[src/inc/pwt_pkg.sv]
// Constants, register map and divide table of the periodic wakeup timer.
`default_nettype none

package pwt_pkg;

  // ----------------------------------------------------------------------
  // Bus and datapath widths.
  // ----------------------------------------------------------------------
  localparam int unsigned WB_AW = 8;
  localparam int unsigned WB_DW = 32;
  localparam int unsigned DIV_W = 18;
  localparam int unsigned CNT_W = 8;
  localparam int unsigned EVT_W = 2;
  localparam int unsigned SRC_N = 3;

  // ----------------------------------------------------------------------
  // Register byte offsets.
  // ----------------------------------------------------------------------
  localparam logic [WB_AW-1:0] OFS_CTRL = 8'h00;
  localparam logic [WB_AW-1:0] OFS_MOD  = 8'h04;
  localparam logic [WB_AW-1:0] OFS_CNT  = 8'h08;
  localparam logic [WB_AW-1:0] OFS_EVT  = 8'h0c;
  localparam logic [WB_AW-1:0] OFS_MSK  = 8'h10;

  // ----------------------------------------------------------------------
  // Fields of periodic_status_control.
  // ----------------------------------------------------------------------
  localparam int unsigned FLAG_BIT = 7;
  localparam int unsigned SRC_HI   = 6;
  localparam int unsigned SRC_LO   = 5;
  localparam int unsigned IE_BIT   = 4;
  localparam int unsigned PS_HI    = 3;
  localparam int unsigned PS_LO    = 0;

  // Event status bits.
  localparam int unsigned EVT_MATCH   = 0;
  localparam int unsigned EVT_RESTART = 1;

  // ----------------------------------------------------------------------
  // Reset values and source codes.
  // ----------------------------------------------------------------------
  localparam logic [1:0]       SRC_RST  = 2'h0;
  localparam logic [3:0]       PS_RST   = 4'h0;
  localparam logic [CNT_W-1:0] MOD_RST  = 8'h00;
  localparam logic [EVT_W-1:0] EVT_RST  = 2'h0;
  localparam logic [1:0]       SRC_LPO  = 2'h0;
  localparam logic [1:0]       SRC_EXT  = 2'h1;
  localparam logic [3:0]       PS_OFF   = 4'h0;

  // Divide ratio for a divider code; zero means the prescaler is off.
  function automatic logic [DIV_W-1:0] divide_ratio(
    input logic       hi_range,
    input logic [3:0] ps
  );
    logic [DIV_W-1:0] r;
    r = 18'h00000;
    case ({hi_range, ps})
      5'h01: r = 18'h00008;
      5'h02: r = 18'h00020;
      5'h03: r = 18'h00040;
      5'h04: r = 18'h00080;
      5'h05: r = 18'h00100;
      5'h06: r = 18'h00200;
      5'h07: r = 18'h00400;
      5'h08: r = 18'h00001;
      5'h09: r = 18'h00002;
      5'h0a: r = 18'h00004;
      5'h0b: r = 18'h0000a;
      5'h0c: r = 18'h00010;
      5'h0d: r = 18'h00064;
      5'h0e: r = 18'h001f4;
      5'h0f: r = 18'h003e8;
      5'h11: r = 18'h00400;
      5'h12: r = 18'h00800;
      5'h13: r = 18'h01000;
      5'h14: r = 18'h02000;
      5'h15: r = 18'h04000;
      5'h16: r = 18'h08000;
      5'h17: r = 18'h10000;
      5'h18: r = 18'h003e8;
      5'h19: r = 18'h007d0;
      5'h1a: r = 18'h01388;
      5'h1b: r = 18'h02710;
      5'h1c: r = 18'h04e20;
      5'h1d: r = 18'h0c350;
      5'h1e: r = 18'h186a0;
      5'h1f: r = 18'h30d40;
      default: r = 18'h00000;
    endcase
    return r;
  endfunction

endpackage

`default_nettype wire

[src/inc/pwt_presc_if.sv]
// Link between the timer control logic and its prescaler.
`default_nettype none

interface pwt_presc_if;
  import pwt_pkg::*;

  logic             src_tick;
  logic             clear;
  logic [DIV_W-1:0] ratio;
  logic             tick_out;

  // Control side drives the source ticks, ratio and clear.
  modport ctl (output src_tick, output clear, output ratio, input tick_out);
  // Divider side counts source ticks and returns one tick per period.
  modport div (input src_tick, input clear, input ratio, output tick_out);
endinterface

`default_nettype wire

[src/pwt_prescaler.sv]
// Prescaler that divides selected source ticks by a programmable ratio.
`default_nettype none

module pwt_prescaler (
  // Clock and reset.
  input  wire logic clk_i,
  input  wire logic rst_i,
  // Control link.
  pwt_presc_if.div  pif
);
  import pwt_pkg::*;

  logic [DIV_W-1:0] count_ff;
  logic             tick_ff;

  // ----------------------------------------------------------------------
  // Divider.
  // ----------------------------------------------------------------------

  // A zero ratio holds the divider idle so it draws no toggling.
  always_ff @(posedge clk_i) begin
    if (rst_i || pif.clear || (pif.ratio == '0)) begin
      count_ff <= '0;
      tick_ff  <= 1'b0;
    end else if (pif.src_tick) begin
      if (count_ff == pif.ratio - 18'h00001) begin
        count_ff <= '0;
        tick_ff  <= 1'b1;
      end else begin
        count_ff <= count_ff + 18'h00001;
        tick_ff  <= 1'b0;
      end
    end else begin
      tick_ff <= 1'b0;
    end
  end

  assign pif.tick_out = tick_ff;

endmodule

`default_nettype wire

[src/pwt_timer.sv]
// Periodic wakeup timer: control register, counter and interrupt logic.
//
// Decided for this implementation: the Wishbone register port and the address map.
`default_nettype none

// Operation
// - Set the match flag when the counter reaches the modulo value; here it sets on the next tick, as the counter wraps to zero.
// - Writing one clears flag and request; writing zero does nothing.
// - Reset clears flag, source select, interrupt enable and divider select.
// - Source 00 is the 1 kHz oscillator, 01 external, 1x internal.
// - Changing source select clears prescaler and counter.
// - With enable set, request is raised while the flag is set.
// - Divider select is four low bits; zero turns the prescaler off.
// - Changing divider select clears prescaler and counter.
// - Source low bit zero gives the binary and small decimal ratios.
// - Source low bit one gives the large binary and decimal ratios.
module pwt_timer (
  // Clock and reset.
  input  wire logic                       clk_i,
  input  wire logic                       rst_i,
  // Wishbone slave.
  input  wire logic                       wb_cyc_i,
  input  wire logic                       wb_stb_i,
  input  wire logic                       wb_we_i,
  input  wire logic [pwt_pkg::WB_AW-1:0]  wb_adr_i,
  input  wire logic [3:0]                 wb_sel_i,
  input  wire logic [pwt_pkg::WB_DW-1:0]  wb_dat_i,
  output logic      [pwt_pkg::WB_DW-1:0]  wb_dat_o,
  output logic                            wb_ack_o,
  // Tick sources, slow levels sampled on clk_i.
  input  wire logic                       low_power_1khz_oscillator_i,
  input  wire logic                       external_reference_clock_i,
  input  wire logic                       internal_reference_clock_i,
  // Interrupt.
  output logic                            irq_o
);
  import pwt_pkg::*;

  // ----------------------------------------------------------------------
  // Declarations.
  // ----------------------------------------------------------------------
  pwt_presc_if pif ();

  logic             flag_ff;
  logic [1:0]       src_ff;
  logic             ie_ff;
  logic [3:0]       ps_ff;
  logic [CNT_W-1:0] mod_ff;
  logic [CNT_W-1:0] cnt_ff;
  logic [EVT_W-1:0] evt_ff;
  logic [EVT_W-1:0] msk_ff;
  logic             ack_ff;
  logic [WB_DW-1:0] rdat_ff;
  logic             irq_ff;
  logic [SRC_N-1:0] src_lvl;
  logic [SRC_N-1:0] src_prev_ff;
  logic [SRC_N-1:0] src_rise;
  logic             wr_en;
  logic             wr_ctrl;
  logic             wr_mod;
  logic             wr_evt;
  logic             wr_msk;
  logic             restart;
  logic             match_evt;
  logic             flag_clr;
  logic [EVT_W-1:0] nxt_evt;
  logic [WB_DW-1:0] nxt_rdat;

  // Address decode shared by the write strobes and the read mux.
  function automatic logic hit(
    input logic [WB_AW-1:0] adr,
    input logic [WB_AW-1:0] ofs
  );
    return adr == ofs;
  endfunction

  // ----------------------------------------------------------------------
  // Wishbone slave.
  // ----------------------------------------------------------------------

  // Ack comes one cycle after the request and falls the cycle after.
  always_ff @(posedge clk_i) begin
    if (rst_i) begin
      ack_ff <= 1'b0;
    end else begin
      ack_ff <= wb_cyc_i && wb_stb_i && !ack_ff;
    end
  end

  // Writes land on the edge where the master samples ack, as it expects.
  // Only byte lane 0 carries register data; other lanes are ignored.
  assign wr_en   = wb_cyc_i && wb_stb_i && wb_we_i && ack_ff && wb_sel_i[0];
  assign wr_ctrl = wr_en && hit(wb_adr_i, OFS_CTRL);
  assign wr_mod  = wr_en && hit(wb_adr_i, OFS_MOD);
  assign wr_evt  = wr_en && hit(wb_adr_i, OFS_EVT);
  assign wr_msk  = wr_en && hit(wb_adr_i, OFS_MSK);

  // Read mux; unmapped offsets answer with zero.
  always_comb begin
    nxt_rdat = '0;
    if (hit(wb_adr_i, OFS_CTRL)) begin
      nxt_rdat[7:0] = {flag_ff, src_ff, ie_ff, ps_ff};
    end else if (hit(wb_adr_i, OFS_MOD)) begin
      nxt_rdat[CNT_W-1:0] = mod_ff;
    end else if (hit(wb_adr_i, OFS_CNT)) begin
      nxt_rdat[CNT_W-1:0] = cnt_ff;
    end else if (hit(wb_adr_i, OFS_EVT)) begin
      nxt_rdat[EVT_W-1:0] = evt_ff;
    end else if (hit(wb_adr_i, OFS_MSK)) begin
      nxt_rdat[EVT_W-1:0] = msk_ff;
    end
  end

  // Read data is captured with the ack so both change on one edge.
  always_ff @(posedge clk_i) begin
    if (rst_i) begin
      rdat_ff <= '0;
    end else if (wb_cyc_i && wb_stb_i && !ack_ff) begin
      rdat_ff <= nxt_rdat;
    end
  end

  // ----------------------------------------------------------------------
  // Control register.
  // ----------------------------------------------------------------------

  // A write that alters source or divider restarts the whole count chain.
  assign restart = wr_ctrl &&
                   ((wb_dat_i[SRC_HI:SRC_LO] != src_ff) ||
                    (wb_dat_i[PS_HI:PS_LO] != ps_ff));
  assign flag_clr = wr_ctrl && wb_dat_i[FLAG_BIT];

  // Configuration fields of the control register.
  always_ff @(posedge clk_i) begin
    if (rst_i) begin
      src_ff <= SRC_RST;
      ie_ff  <= 1'b0;
      ps_ff  <= PS_RST;
    end else if (wr_ctrl) begin
      src_ff <= wb_dat_i[SRC_HI:SRC_LO];
      ie_ff  <= wb_dat_i[IE_BIT];
      ps_ff  <= wb_dat_i[PS_HI:PS_LO];
    end
  end

  // Modulo value, written whole through lane 0.
  always_ff @(posedge clk_i) begin
    if (rst_i) begin
      mod_ff <= MOD_RST;
    end else if (wr_mod) begin
      mod_ff <= wb_dat_i[CNT_W-1:0];
    end
  end

  // ----------------------------------------------------------------------
  // Source selection and prescaler.
  // ----------------------------------------------------------------------
  assign src_lvl = {internal_reference_clock_i,
                    external_reference_clock_i,
                    low_power_1khz_oscillator_i};

  // Rising edges of each source; sources must be well below clk_i.
  for (genvar g = 0; g < SRC_N; g++) begin : g_edge
    always_ff @(posedge clk_i) begin
      if (rst_i) begin
        src_prev_ff[g] <= 1'b0;
      end else begin
        src_prev_ff[g] <= src_lvl[g];
      end
    end
    assign src_rise[g] = src_lvl[g] && !src_prev_ff[g];
  end

  // Upper source bit wins, so both 1x codes pick the internal clock.
  assign pif.src_tick = src_ff[1] ? src_rise[2] :
                        (src_ff == SRC_EXT) ? src_rise[1] : src_rise[0];
  assign pif.ratio = divide_ratio(src_ff[0], ps_ff);
  assign pif.clear = restart;

  pwt_prescaler u_presc (
    .clk_i (clk_i),
    .rst_i (rst_i),
    .pif   (pif.div)
  );

  // ----------------------------------------------------------------------
  // Periodic counter and match flag.
  // ----------------------------------------------------------------------
  assign match_evt = pif.tick_out && (cnt_ff == mod_ff) && !restart;

  // A restart drops any tick in flight so the new setting starts clean.
  always_ff @(posedge clk_i) begin
    if (rst_i || restart) begin
      cnt_ff <= '0;
    end else if (pif.tick_out) begin
      cnt_ff <= (cnt_ff == mod_ff) ? '0 : cnt_ff + 8'h01;
    end
  end

  // A match in the cycle of a clearing write still sets the flag.
  always_ff @(posedge clk_i) begin
    if (rst_i) begin
      flag_ff <= 1'b0;
    end else if (match_evt) begin
      flag_ff <= 1'b1;
    end else if (flag_clr) begin
      flag_ff <= 1'b0;
    end
  end

  // ----------------------------------------------------------------------
  // Event status, mask and interrupt.
  // ----------------------------------------------------------------------

  // Sticky events; a write of one clears, a new event wins over it.
  always_comb begin
    nxt_evt = evt_ff;
    if (wr_evt) begin
      nxt_evt = nxt_evt & ~wb_dat_i[EVT_W-1:0];
    end
    nxt_evt[EVT_MATCH]   = nxt_evt[EVT_MATCH] | match_evt;
    nxt_evt[EVT_RESTART] = nxt_evt[EVT_RESTART] | restart;
  end

  always_ff @(posedge clk_i) begin
    if (rst_i) begin
      evt_ff <= EVT_RST;
      msk_ff <= EVT_RST;
    end else begin
      evt_ff <= nxt_evt;
      if (wr_msk) begin
        msk_ff <= wb_dat_i[EVT_W-1:0];
      end
    end
  end

  // Registered so irq_o is glitch free; it trails the flag by one cycle.
  always_ff @(posedge clk_i) begin
    if (rst_i) begin
      irq_ff <= 1'b0;
    end else begin
      irq_ff <= (flag_ff && ie_ff) || |(evt_ff & msk_ff);
    end
  end

  assign wb_ack_o = ack_ff;
  assign wb_dat_o = rdat_ff;
  assign irq_o    = irq_ff;

  // ----------------------------------------------------------------------
  // Assertions.
  // ----------------------------------------------------------------------
  flag_set_a: assert property (
    @(posedge clk_i) disable iff (rst_i)
    (pif.tick_out && cnt_ff == mod_ff && !restart) |=> flag_ff)
    else $error("Match flag did not set at modulo.");

  flag_clear_a: assert property (
    @(posedge clk_i) disable iff (rst_i)
    (flag_clr && !match_evt) |=>
      !flag_ff ##1 (!irq_o || $past(|(evt_ff & msk_ff))))
    else $error("Writing one did not clear flag and request.");

  flag_hold_a: assert property (
    @(posedge clk_i) disable iff (rst_i)
    (wr_ctrl && !wb_dat_i[FLAG_BIT] && flag_ff) |=> flag_ff)
    else $error("Writing zero disturbed the match flag.");

  reset_fields_a: assert property (
    @(posedge clk_i) disable iff (rst_i)
    $past(rst_i) |-> (!flag_ff && src_ff == SRC_RST && !ie_ff &&
                      ps_ff == PS_RST && !irq_o))
    else $error("Control fields not cleared by reset.");

  lpo_only_a: assert property (
    @(posedge clk_i) disable iff (rst_i)
    (src_ff == SRC_LPO && !src_rise[0]) |-> !pif.src_tick)
    else $error("Tick taken from an unselected source.");

  restart_clr_a: assert property (
    @(posedge clk_i) disable iff (rst_i)
    restart |=> (cnt_ff == '0 && !pif.tick_out))
    else $error("Setting change did not clear the count chain.");

  irq_level_a: assert property (
    @(posedge clk_i) disable iff (rst_i)
    (flag_ff && ie_ff) |=> irq_o)
    else $error("Enabled flag did not raise the interrupt.");

  irq_quiet_a: assert property (
    @(posedge clk_i) disable iff (rst_i)
    (!ie_ff && (evt_ff & msk_ff) == '0) |=> !irq_o)
    else $error("Interrupt raised with nothing enabled.");

  div_off_a: assert property (
    @(posedge clk_i) disable iff (rst_i)
    (ps_ff == PS_OFF && $past(ps_ff) == PS_OFF) |-> !pif.tick_out)
    else $error("Prescaler ticked while switched off.");

  ratio_one_a: assert property (
    @(posedge clk_i) disable iff (rst_i)
    (pif.src_tick && !src_ff[0] && ps_ff == 4'h8 && !restart &&
     $past(ps_ff) == 4'h8 && $past(src_ff) == src_ff) |=> pif.tick_out)
    else $error("Divide by one did not pass every tick.");

  ratio_hi_a: assert property (
    @(posedge clk_i) disable iff (rst_i)
    (src_ff[0] && ps_ff != PS_OFF) |-> pif.ratio >= 18'h003e8)
    else $error("Large-range ratio below one thousand.");

  wrap_zero_a: assert property (
    @(posedge clk_i) disable iff (rst_i)
    (pif.tick_out && cnt_ff == mod_ff) |=> cnt_ff == '0)
    else $error("Counter did not wrap at modulo.");

  ack_pulse_a: assert property (
    @(posedge clk_i) disable iff (rst_i)
    wb_ack_o |=> !wb_ack_o)
    else $error("Ack held longer than one cycle.");

endmodule

`default_nettype wire

[config.mk]
export PLATFORM = sky130hd
export DESIGN_NAME = pwt_timer
export DESIGN_NICKNAME = d
export VERILOG_FILES = /design/src/inc/pwt_pkg.sv /design/src/inc/pwt_presc_if.sv /design/src/pwt_prescaler.sv /design/src/pwt_timer.sv
export SDC_FILE = /design/constraint.sdc
export NUM_CORES = 1
export LEC_CHECK = 0
export BUFFER_PORTS_ARGS = -buffer_cell sky130_fd_sc_hd__buf_2
export CAP_MARGIN = 20
export CORE_MARGIN = 2
export CORE_UTILIZATION = 35
export CTS_BUF_LIST = sky130_fd_sc_hd__clkbuf_8 sky130_fd_sc_hd__clkbuf_16
export DETAILED_ROUTE_END_ITERATION = 8
export SYNTH_ARGS = -nofsm -noshare
export SYNTH_HDL_FRONTEND = slang
export SYNTH_HIERARCHICAL = 1
export SYNTH_SLANG_ARGS = --single-unit
[constraint.sdc]
create_clock -name clk_i -period 2.6 [get_ports clk_i]
set_input_delay 0 -clock clk_i [delete_from_list [all_inputs] [get_ports clk_i]]
set_output_delay 0 -clock clk_i [all_outputs]
set_load 0.01 [all_outputs]
* After elaboration in Yosys (flattened, before gate mapping)
Memory sizes are Yosys's and may differ from the RTL's. A register that Yosys moved wholly into a read port is not among the register bits.
Cells that the tools add are included.
** Storage, ports and cells
- Register bits :: 60
- Bits in latches :: 0
- Bits in writable memories :: 0
- Memory bits (read-only) :: 576
- Input port bits :: 52
- Output and inout bits :: 34
- Logic and storage cells :: 82
- Memories :: 1
** Cells by class
- $add $sub $neg :: 3
- Multipliers :: 0
- Divide/modulo/power cells :: 0
- Order comparisons :: 0
- Equal/unequal tests :: 9
- Shifts and indexed selects :: 0
- Multiplexer cells :: 16
- Bitwise logic cells :: 6
- Reductions and logical operators :: 31
** Memory list
- (name not given) :: words 32, bits a word 18, read ports 1, clocked after Yosys merged registers in 1, write ports 0, RTL line pwt_pkg.sv:57 : case ({hi_range, ps})
** Operator list (count)
- $mux 8 :: 3
- $add 18x1->18 const B :: 1
- $eq 18x18->1 :: 1
- $logic_not 18->1 :: 1
- $mux 18 :: 1
- $sub 18x1->18 const B :: 1
- $logic_and 1x1->1 :: 17
- $eq 8x4->1 const B :: 2
- $mux 5 :: 2
- $add 8x1->8 const B :: 1
- $eq 8x3->1 const B :: 1
- $eq 8x5->1 const B :: 1
- $eq 8x8->1 :: 1
- $logic_not 8->1 :: 1
- $mux 2 :: 4
- $mux 6 :: 1
- $logic_not 1->1 :: 5
- $mux 1 :: 5
- $and 2x2->2 :: 2
- $logic_or 1x1->1 :: 4
- $ne 4x4->1 :: 1
- $reduce_or 2->1 :: 2
- $eq 2x1->1 const B :: 1
- $ne 2x2->1 :: 1
- 4 further kinds :: 5

* Longest topological paths before layout
Gate-level depths: netlist (run 1).
- Depth in word-level cells :: 9
- Depth in mapped cells :: 10
- Gate-level depth less buffers :: 9

* Hierarchy
The synthesis (run 1) kept the hierarchy.
** Modules (own cells, without submodules)
- pwt_timer :: times used 1, cells an instance 346, area each 2965.3 sq um, seq. area each 1181.1 sq um
- pwt_prescaler :: times used 1, cells an instance 180, area each 1511.4 sq um, seq. area each 380.4 sq um

* Worst setup path after synthesis (run 1)
OpenSTA, ideal clock, no wires.
- Kind :: register -> register
- From :: register, netlist name pif.ratio[10]
- To :: register u_presc.count_ff[10]
- Data arrival time :: 2.485 ns
- Required time :: 2.463 ns
- Path slack :: -0.022 ns
- Cell stages (with the launch flop) :: 9
- Buffers on the path :: 1
- Path through :: dfxtp_1 -> or4_4 -> or3_1 -> a211o_1 -> a221oi_2 -> nand4_2 -> nor3b_4 -> buf_8 -> nor3_2
** Between the ends
- Cells in the longest elaborated chain, start to end :: 3
- Elaborated cells on any way between the ends :: 5
- Those cells by class :: add/sub: 1; eq/ne: 1; mux: 1; reduce/logical: 2
** RTL lines
- $sub 18x1->18 :: RTL line pwt_prescaler.sv:26 : if (count_ff == pif.ratio - 18'h00001) begin
- $eq 18x18->1 :: RTL line pwt_prescaler.sv:26
- $mux 18 :: RTL line pwt_prescaler.sv:26
- to (signal assigned) :: RTL line pwt_prescaler.sv:30 : count_ff <= count_ff + 18'h00001;
- to (decl) :: RTL line pwt_prescaler.sv:13 : logic [DIV_W-1:0] count_ff;
Several ways; a longest one is shown, not always the timed one.
A chain may end at the register's enable or synchronous reset.

* Final worst setup path (run 1)
- From :: register, netlist name pif.ratio[10]
- To :: register u_presc.count_ff[4]
** Between the ends
- Cells in the longest elaborated chain, start to end :: 3
- Elaborated cells on any way between the ends :: 5
- Those cells by class :: add/sub: 1; eq/ne: 1; mux: 1; reduce/logical: 2
** RTL lines (RTL line)
- $sub 18x1->18 :: pwt_prescaler.sv:26
- $eq 18x18->1 :: pwt_prescaler.sv:26
- $mux 18 :: pwt_prescaler.sv:26
Several ways; a longest one is shown, not always the timed one.

==> results of run 1 <==
-- worst register-to-register path, cell delays in order, from the launching register on --
cell      delay [ns]
dfxtp_2         0.32
or4_4           0.54
or3_1           0.36
a211o_1         0.27
a221oi_2        0.28
nand4_2         0.17
nor3b_4         0.25
buf_6           0.19
nor3_2          0.06
-- repair_timing --
action                                  4_1_cts  5_1_grt
resized for setup                             1        4
hold buffers                                 11        0
endpoints found under the setup margin        3       17
hold endpoints to repair                     14        0
buffers inserted                              2        0
cloned                                        1        0
pin swaps                                     3        1
-- through the flow --
stage / cells / TNS [ns] / hold slack [ns]
detailed placement: 737 / 0 / 0.230
CTS: 767 / -0.0105 / 0.0752
global placement: 737 / 0 / 0.221
finish: 765 / 0 / 0.0849
floorplan: 549 / -0.175 / 0.125
global route: 765 / -0.522 / 0.0966
-- power breakdown --
group	internal, mW	switching (mW)
registers	1.20	0.00387
logic	0.0547	0.0781
clock network	0.844	0.501
-- kinds of logic (layout without fill, tap and decap cells) --
| logic type | count (synthesis) | after routing | share of synthesized area |
|---|---|---|---|
| AO/OA/AOI/OAI | 74 | 74 | 0.113 |
| XOR/XNOR | 60 | 60 | 0.117 |
| adder cells (fa/ha/maj) | 7 | 7 | 0.0196 |
| buffers and inverters | 57 | 101 | 0.0710 |
| flip-flops | 78 | 78 | 0.349 |
| multiplexers | 20 | 20 | 0.0458 |
| other | 1 | 24 | 0.000838 |
| AND/OR/NAND/NOR | 229 | 229 | 0.283 |
-- state kept, by name (all words and copies together), names as in the netlist, 2 cells and up --
register / count
u_presc/count_ff: 18
mod_ff: 8
ps_ff: 4
pif.ratio: 18
wb_dat_o: 8
evt_ff: 2
cnt_ff: 8
src_ff: 2
src_prev_ff: 3
msk_ff: 2
-- metal layers --
| metal | share of wire | wire (um) |
|---|---|---|
| met1 | 0.45 | 4850 |
| met2 | 0.49 | 5210 |
| met3 | 0.046 | 493 |
| met4 | 0.015 | 156 |
| met5 | 0 | 0 |
-- final cells by class --
type,count,area share
timing repair buffer,72,0.0920
clock buffer,9,0.0422
multi-input combinational,414,0.505
tap,172,0.0404
sequential,78,0.293
inverter,13,0.00915
clock inverter,7,0.0178
-- how the worst max path moves through the flow --
| stage | start | slack [ns] | cells past startpoint | to |
|---|---|---|---|---|
| 3_5_place_dp | pif.ratio[10] | 0.01 | 8 | u_presc/count_ff[15] |
| 5_1_grt | pif.ratio[10] | -0.05 | 8 | u_presc/pif.tick_out |
| 4_1_cts | pif.ratio[10] | -0.004 | 9 | u_presc/count_ff[4] |
| 6_report | pif.ratio[10] | 0.04 | 8 | u_presc/count_ff[4] |
| 2_1_floorplan | pif.ratio[10] | -0.02 | 8 | u_presc/count_ff[10] |
| 3_3_place_gp | wb_adr_i[1] | 0.01 | 7 | pif.ratio[2] |
-- placed cells by master (no fill, tap or decap), types with 3 or more instances in the layout --
master and count:
a21oi_1 26, a221o_1 6, a222oi_1 3, and3_1 9, buf_2 34, buf_4 25, clkbuf_16 9, conb_1 24
dfxtp_1 77, dlygate4sd3_1 11, ha_1 7, inv_1 9, inv_2 3, mux2_2 3, mux2i_1 15, nand2_1 42
nand2b_1 10, nand3_1 24, nand4_1 16, nor2_1 50, nor2b_1 17, nor3_1 19, nor3_2 10, nor3b_1 3
nor4_1 6, o211ai_1 4, o21ai_0 10, o22ai_1 4, or3_1 4, or4_1 3, xnor2_1 36, xor2_1 24
==> results by group, run 1 <==
Status
  – Outcome: complete, no violations

Power
  – Peak supply drop: 0.000352 V
  – Power, Total: 2.68 mW
  – Power density over cell area: 504 nW/um2
  – Leak: 2.05 nW

Setup path
  – CP max stage cell: or4_4
  – Worst path required time: 2.81 ns
  – Startpoint types: flip-flop
  – Delay-heaviest family, CP: simple AND/OR/NAND/NOR gates
  – Critical-path maximum fanout: 8
  – RR Startpoint: pif.ratio[10]
  – Crit path DAT: 2.76 ns
  – Reg-to-Reg End: u_presc/count_ff[4]
  – Reg2reg setup slack: 0.04 ns
  – Endpoint class of the critical path: flip-flop
  – Max stage delay on crit path: 0.54 ns
  – Worst path buffer plus inverter count: 1
  – R2R cell count: 8
  – Crit path kind: reg2reg
  – CP Cell Sequence: or4_4 -> or3_1 -> a211o_1 -> a221oi_2 -> nand4_2 -> nor3b_4 -> buf_6 -> nor3_2

STA
  – Max Freq: 391 MHz
  – Final Critical Period: 2.56 ns
  – Count of final hold-check violations: 0
  – RSZ-0062 raised after global routing: true
  – Slew HR: 0.503
  – Period Utilization, post-route: 0.983
  – Actual slew at the worst max-slew pin: 0.743 ns
  – Final slew viol count: 0
  – Fin worst setup slack: 0.0444 ns
  – Setup violations, final: 0
  – Clock Skew: 0.0110 ns

Clock tree
  – CTS tree: built
  – Clock Root Buffer: clkbuf_16
  – Sink Count: 78
  – Maximum clock insertion buffer count: 2
  – Clk slew on worst S/H paths: 0.06 ns
  – Clock Latency Late Sink: 0.33 ns
  – H-tree levels: 3
  – TritonCTS buffer count: 9

Synth
  – Post-synth top flop: dfxtp_1
  – Post-synth EDFFs: 0
  – Sequential area share after synthesis: 0.349
  – Most frequent cell after synthesis: dfxtp_1
  – Synth warn: 6
  – Synth area leader: dfxtp_1
  – Seq cells post-synth: 78
  – Fraction of registers with async set/reset: 0
  – Netlist cell types: 63
  – Syn_area_per_cell: 8.51 um2
  – Post-synth top area share: 0.349
  – Synth top cells by count: dfxtp_1, nor2_1, nand2_1, xnor2_1, a21oi_1
  – Synthesized area: 4480 um2
  – Cells after Synth: 526
  – Synth top area cells: dfxtp_1, xnor2_1, xor2_1, nor2_1, buf_4

GRT
  – First-pass GRT wire length: 17.5 mm
  – GRT busiest layer: met2
  – Grt total ovfl: 0
  – Vias in the first global route: 3,676
  – Tot GR Track Use: 0.161
  – GR Util met1: 0.201
  – Met2 Use GR: 0.274
  – Largest net degree at the start of global routing: 23
  – Met3 GRT Util: 0.0402
  – Initial antenna violation count: 0

Cells and area
  – Register Area: 1560 um2
  – Share of cells above drive strength 1: 0.179
  – Nets@finish: 647
  – Fin util: 0.424
  – Synthesis-to-finish area growth: 19.1%
  – Fill cells: 1,233
  – ANT cells: 0
  – Final instance area: 5330 um2
  – Multi-input logic area: 2690 um2

Placed design
  – RD Place Congestion: 0.866
  – DP Area: 4890 um2
  – DP HPWL: 8.05 mm
  – Number of port buffers: 34
  – Setup WS pre-CTS: 0.0127 ns

Route
  – Drt via density: 5.09
  – Remaining DRCs: 0
  – Initial DRC count: 193
  – ANT nets after route: 0
  – DR vias: 3,895
  – Routed WL: 10.7 mm
  – Wire length per cell: 14.0 um
  – Drt first pass iters: 6

Worst hold path
  – Worst Hold Class: in2reg
  – Hold Crit Depth: 2
  – Hold Path End: src_prev_ff[0]
  – Worst hold start: rst_i

Floorplan
  – Starting density of the core: 0.356
  – Die Y: 117 um
  – IO Count: 86
  – Num rows: 41
  – Core region area: 12,600 um2
  – Die ar.: 13,700 um2
  – Die width: 117 um

Job
  – MaxCap Viol Count: 0
(Power assumes the default switching activity.)
==> run 2: changes to the inputs <==
==> constraint.sdc (replaced) <==
create_clock -name clk_i -period 3.3 [get_ports clk_i]
set_input_delay 0 -clock clk_i [delete_from_list [all_inputs] [get_ports clk_i]]
set_output_delay 0 -clock clk_i [all_outputs]
set_load 0.01 [all_outputs]
==> run 2 against run 1 <==
Net effect: clock-buffer cell count up 1; hold slack worse by 0.0033 ns; sequential cell count did not move; setup slack gained 0.29 ns; global-route usage increased by 0.084 points.
==> results by group, run 2 (same netlist as run 1, synthesis figures left out) <==
GRT
  – Tot GR Track Use: 0.162 (+0.000844)
  – GR Util met1: 0.204 (+0.00285)
  – Grt total ovfl: 0 (unchanged)
  – Largest net degree at the start of global routing: 43 (+87%)
  – Initial antenna violation count: 0 (unchanged)
  – Met2 Use GR: 0.273 (-0.000385)
  – First-pass GRT wire length: 17.5 mm (about the same)
  – Vias in the first global route: 3,619 (-1.6%)
  – GRT busiest layer: met2
  – Met3 GRT Util: 0.0345 (-0.00566)

Floorplan
  – Die ar.: 13,700 um2 (unchanged)
  – Die Y: 117 um (unchanged)
  – Starting density of the core: 0.356 (unchanged)
  – Num rows: 41 (unchanged)
  – Core region area: 12,600 um2 (unchanged)
  – IO Count: 86 (unchanged)
  – Die width: 117 um (unchanged)

Clock tree
  – CTS tree: built
  – Sink Count: 78 (unchanged)
  – Maximum clock insertion buffer count: 2 (unchanged)
  – Clk slew on worst S/H paths: 0.06 ns (about the same)
  – Post-CTS resize count: 0 (-1)
  – Cts hold-fix bufs: 11 (unchanged)
  – Clock Root Buffer: clkbuf_16
  – Post-CTS Setup Bufs: 0 (-2)
  – Clock Latency Late Sink: 0.34 ns (about the same)
  – H-tree levels: 3 (unchanged)
  – TritonCTS buffer count: 9 (unchanged)

Cells and area
  – Nets@finish: 628 (-2.9%)
  – Commonest non-fill, non-tap cell in the layout: dfxtp_1
  – Share of cells above drive strength 1: 0.146 (-0.0324)
  – Commonest cells after routing, fill and taps aside: dfxtp_1, nor2_1, nand2_1
  – Synthesis-to-finish area growth: 15.2%
  – ANT cells: 0 (unchanged)

Setup path
  – R2R cell count: 10 (+2)
  – Critical path depth: 10 (+2)
  – Worst setup path start: pif.ratio[0]
  – Max stage delay on crit path: 0.42 ns (-0.12 ns)
  – Startpoint types: flip-flop
  – Endpoint class of the critical path: flip-flop
  – Critical-path maximum fanout: 16 (+8)
  – Worst Setup EP: u_presc/pif.tick_out
  – Reg-to-Reg End: u_presc/pif.tick_out
  – Crit path DAT: 3.23 ns (+0.47 ns)
  – Reg2reg setup slack: 0.34 ns (+0.29 ns)
  – RR Startpoint: pif.ratio[0]
  – Worst path buffer plus inverter count: 2 (+1)
  – Delay-heaviest family, CP: simple AND/OR/NAND/NOR gates
  – Worst path required time: 3.57 ns (+0.76 ns)
  – Crit path kind: reg2reg
  – CP max stage cell: nor4b_4
  – CP Cell Sequence: inv_1 -> ha_1 -> nor4b_4 -> nand4_1 -> or3_1 -> a221oi_2 -> nand4_2 -> nor3b_4 -> buf_4 -> nor2b_1

Route
  – Initial DRC count: 234 (+21%)
  – Wire length per cell: 14.0 um (-0.31%)
  – Routed WL: 10.4 mm (-2.8%)
  – Drt first pass iters: 5 (-1)
  – ANT nets after route: 0 (unchanged)
  – Drt via density: 5.06 (-0.59%)
  – Remaining DRCs: 0 (unchanged)
  – DR vias: 3,776 (-3.1%)

Job
  – MaxCap Viol Count: 0 (unchanged)

STA
  – Count of final hold-check violations: 0 (unchanged)
  – Actual slew at the worst max-slew pin: 0.854 ns (+0.110 ns)
  – Max Freq: 338 MHz (-14%)
  – Slew HR: 0.429 (-0.0739)
  – Clock Skew: 0.00769 ns (-0.00327 ns)
  – Period Utilization, post-route: 0.897 (-0.0858)
  – Setup TNS: 0 ns (unchanged)
  – Fin worst setup slack: 0.339 ns (+0.295 ns)
  – Setup violations, final: 0 (unchanged)
  – Final Critical Period: 2.96 ns (+0.405 ns)
  – Final slew viol count: 0 (unchanged)
  – RSZ-0062 raised after global routing: false

Placed design
  – Number of port buffers: 34 (unchanged)
  – Setup WS pre-CTS: 0.331 ns (+0.318 ns)
  – DP HPWL: 7.66 mm (-4.8%)
  – RD Place Congestion: 0.877 (+1.2%)

Power
  – Leak: 1.95 nW (-5.1%)
  – Power density over cell area: 402 nW/um2 (-20%)
  – Peak supply drop: 0.000266 V (-25%)

Status
  – Outcome: complete, no violations

Worst hold path
  – Worst Hold Class: in2reg
  – Worst hold start: wb_adr_i[2]
-- run 2: cell type report --
class | count | area, um2
clock buffers | 10 | 239
flip-flops and latches | 78 | 1560
inverters | 13 | 48.8
well taps | 172 | 215
repair buffers | 53 | 340
clock inverters | 6 | 70.1
fillers | 1256 | 7410
multi-input cells | 414 | 2680
-- run 2: metrics by stage --
| stage | cell area (um2) | total power [mW] | std cells | util | hold slack, ns |
|---|---|---|---|---|---|
| after floorplan | 4560 | 1.05 | 549 | - | 0.125 |
| after global placement | 4740 | 1.06 | 719 | 0.377 | 0.227 |
| after detailed placement | 4740 | 1.06 | 719 | 0.377 | 0.235 |
| after CTS | 5160 | 2.10 | 746 | 0.410 | 0.0594 |
| after global routing | 5160 | 2.15 | 746 | 0.410 | 0.109 |
| final | 5160 | 2.07 | 746 | 0.410 | 0.0815 |
-- run 2: metal layers --
layer,vias up,part of all wire
met5,-,0
met1,1774,0.46
met3,13,0.045
met2,96,0.48
met4,0,0.013
li1,1893,-
-- run 2: worst min path at each step --
stage                                end  slack [ns]  cells past startpoint
after CTS                      evt_ff[1]        0.06                      4
after detailed placement  src_prev_ff[0]        0.24                      3
after global placement    src_prev_ff[0]        0.23                      3
after global routing           evt_ff[1]        0.11                      4
after floorplan           src_prev_ff[0]        0.13                      2
final                          evt_ff[1]        0.08                      4
-- run 2: power breakdown --
group | switching, mW | internal (mW)
Clock | 0.407 | 0.611
Combinational | 0.0615 | 0.0407
Sequential | 0.00308 | 0.948
-- run 2: worst reg2reg max path, cell delays in order (launching register included) --
cell	delay, ns
dfxtp_1	0.34
inv_1	0.07
ha_1	0.20
nor4b_4	0.42
nand4_1	0.26
or3_1	0.41
a221oi_2	0.28
nand4_2	0.23
nor3b_4	0.22
buf_4	0.28
nor2b_1	0.18
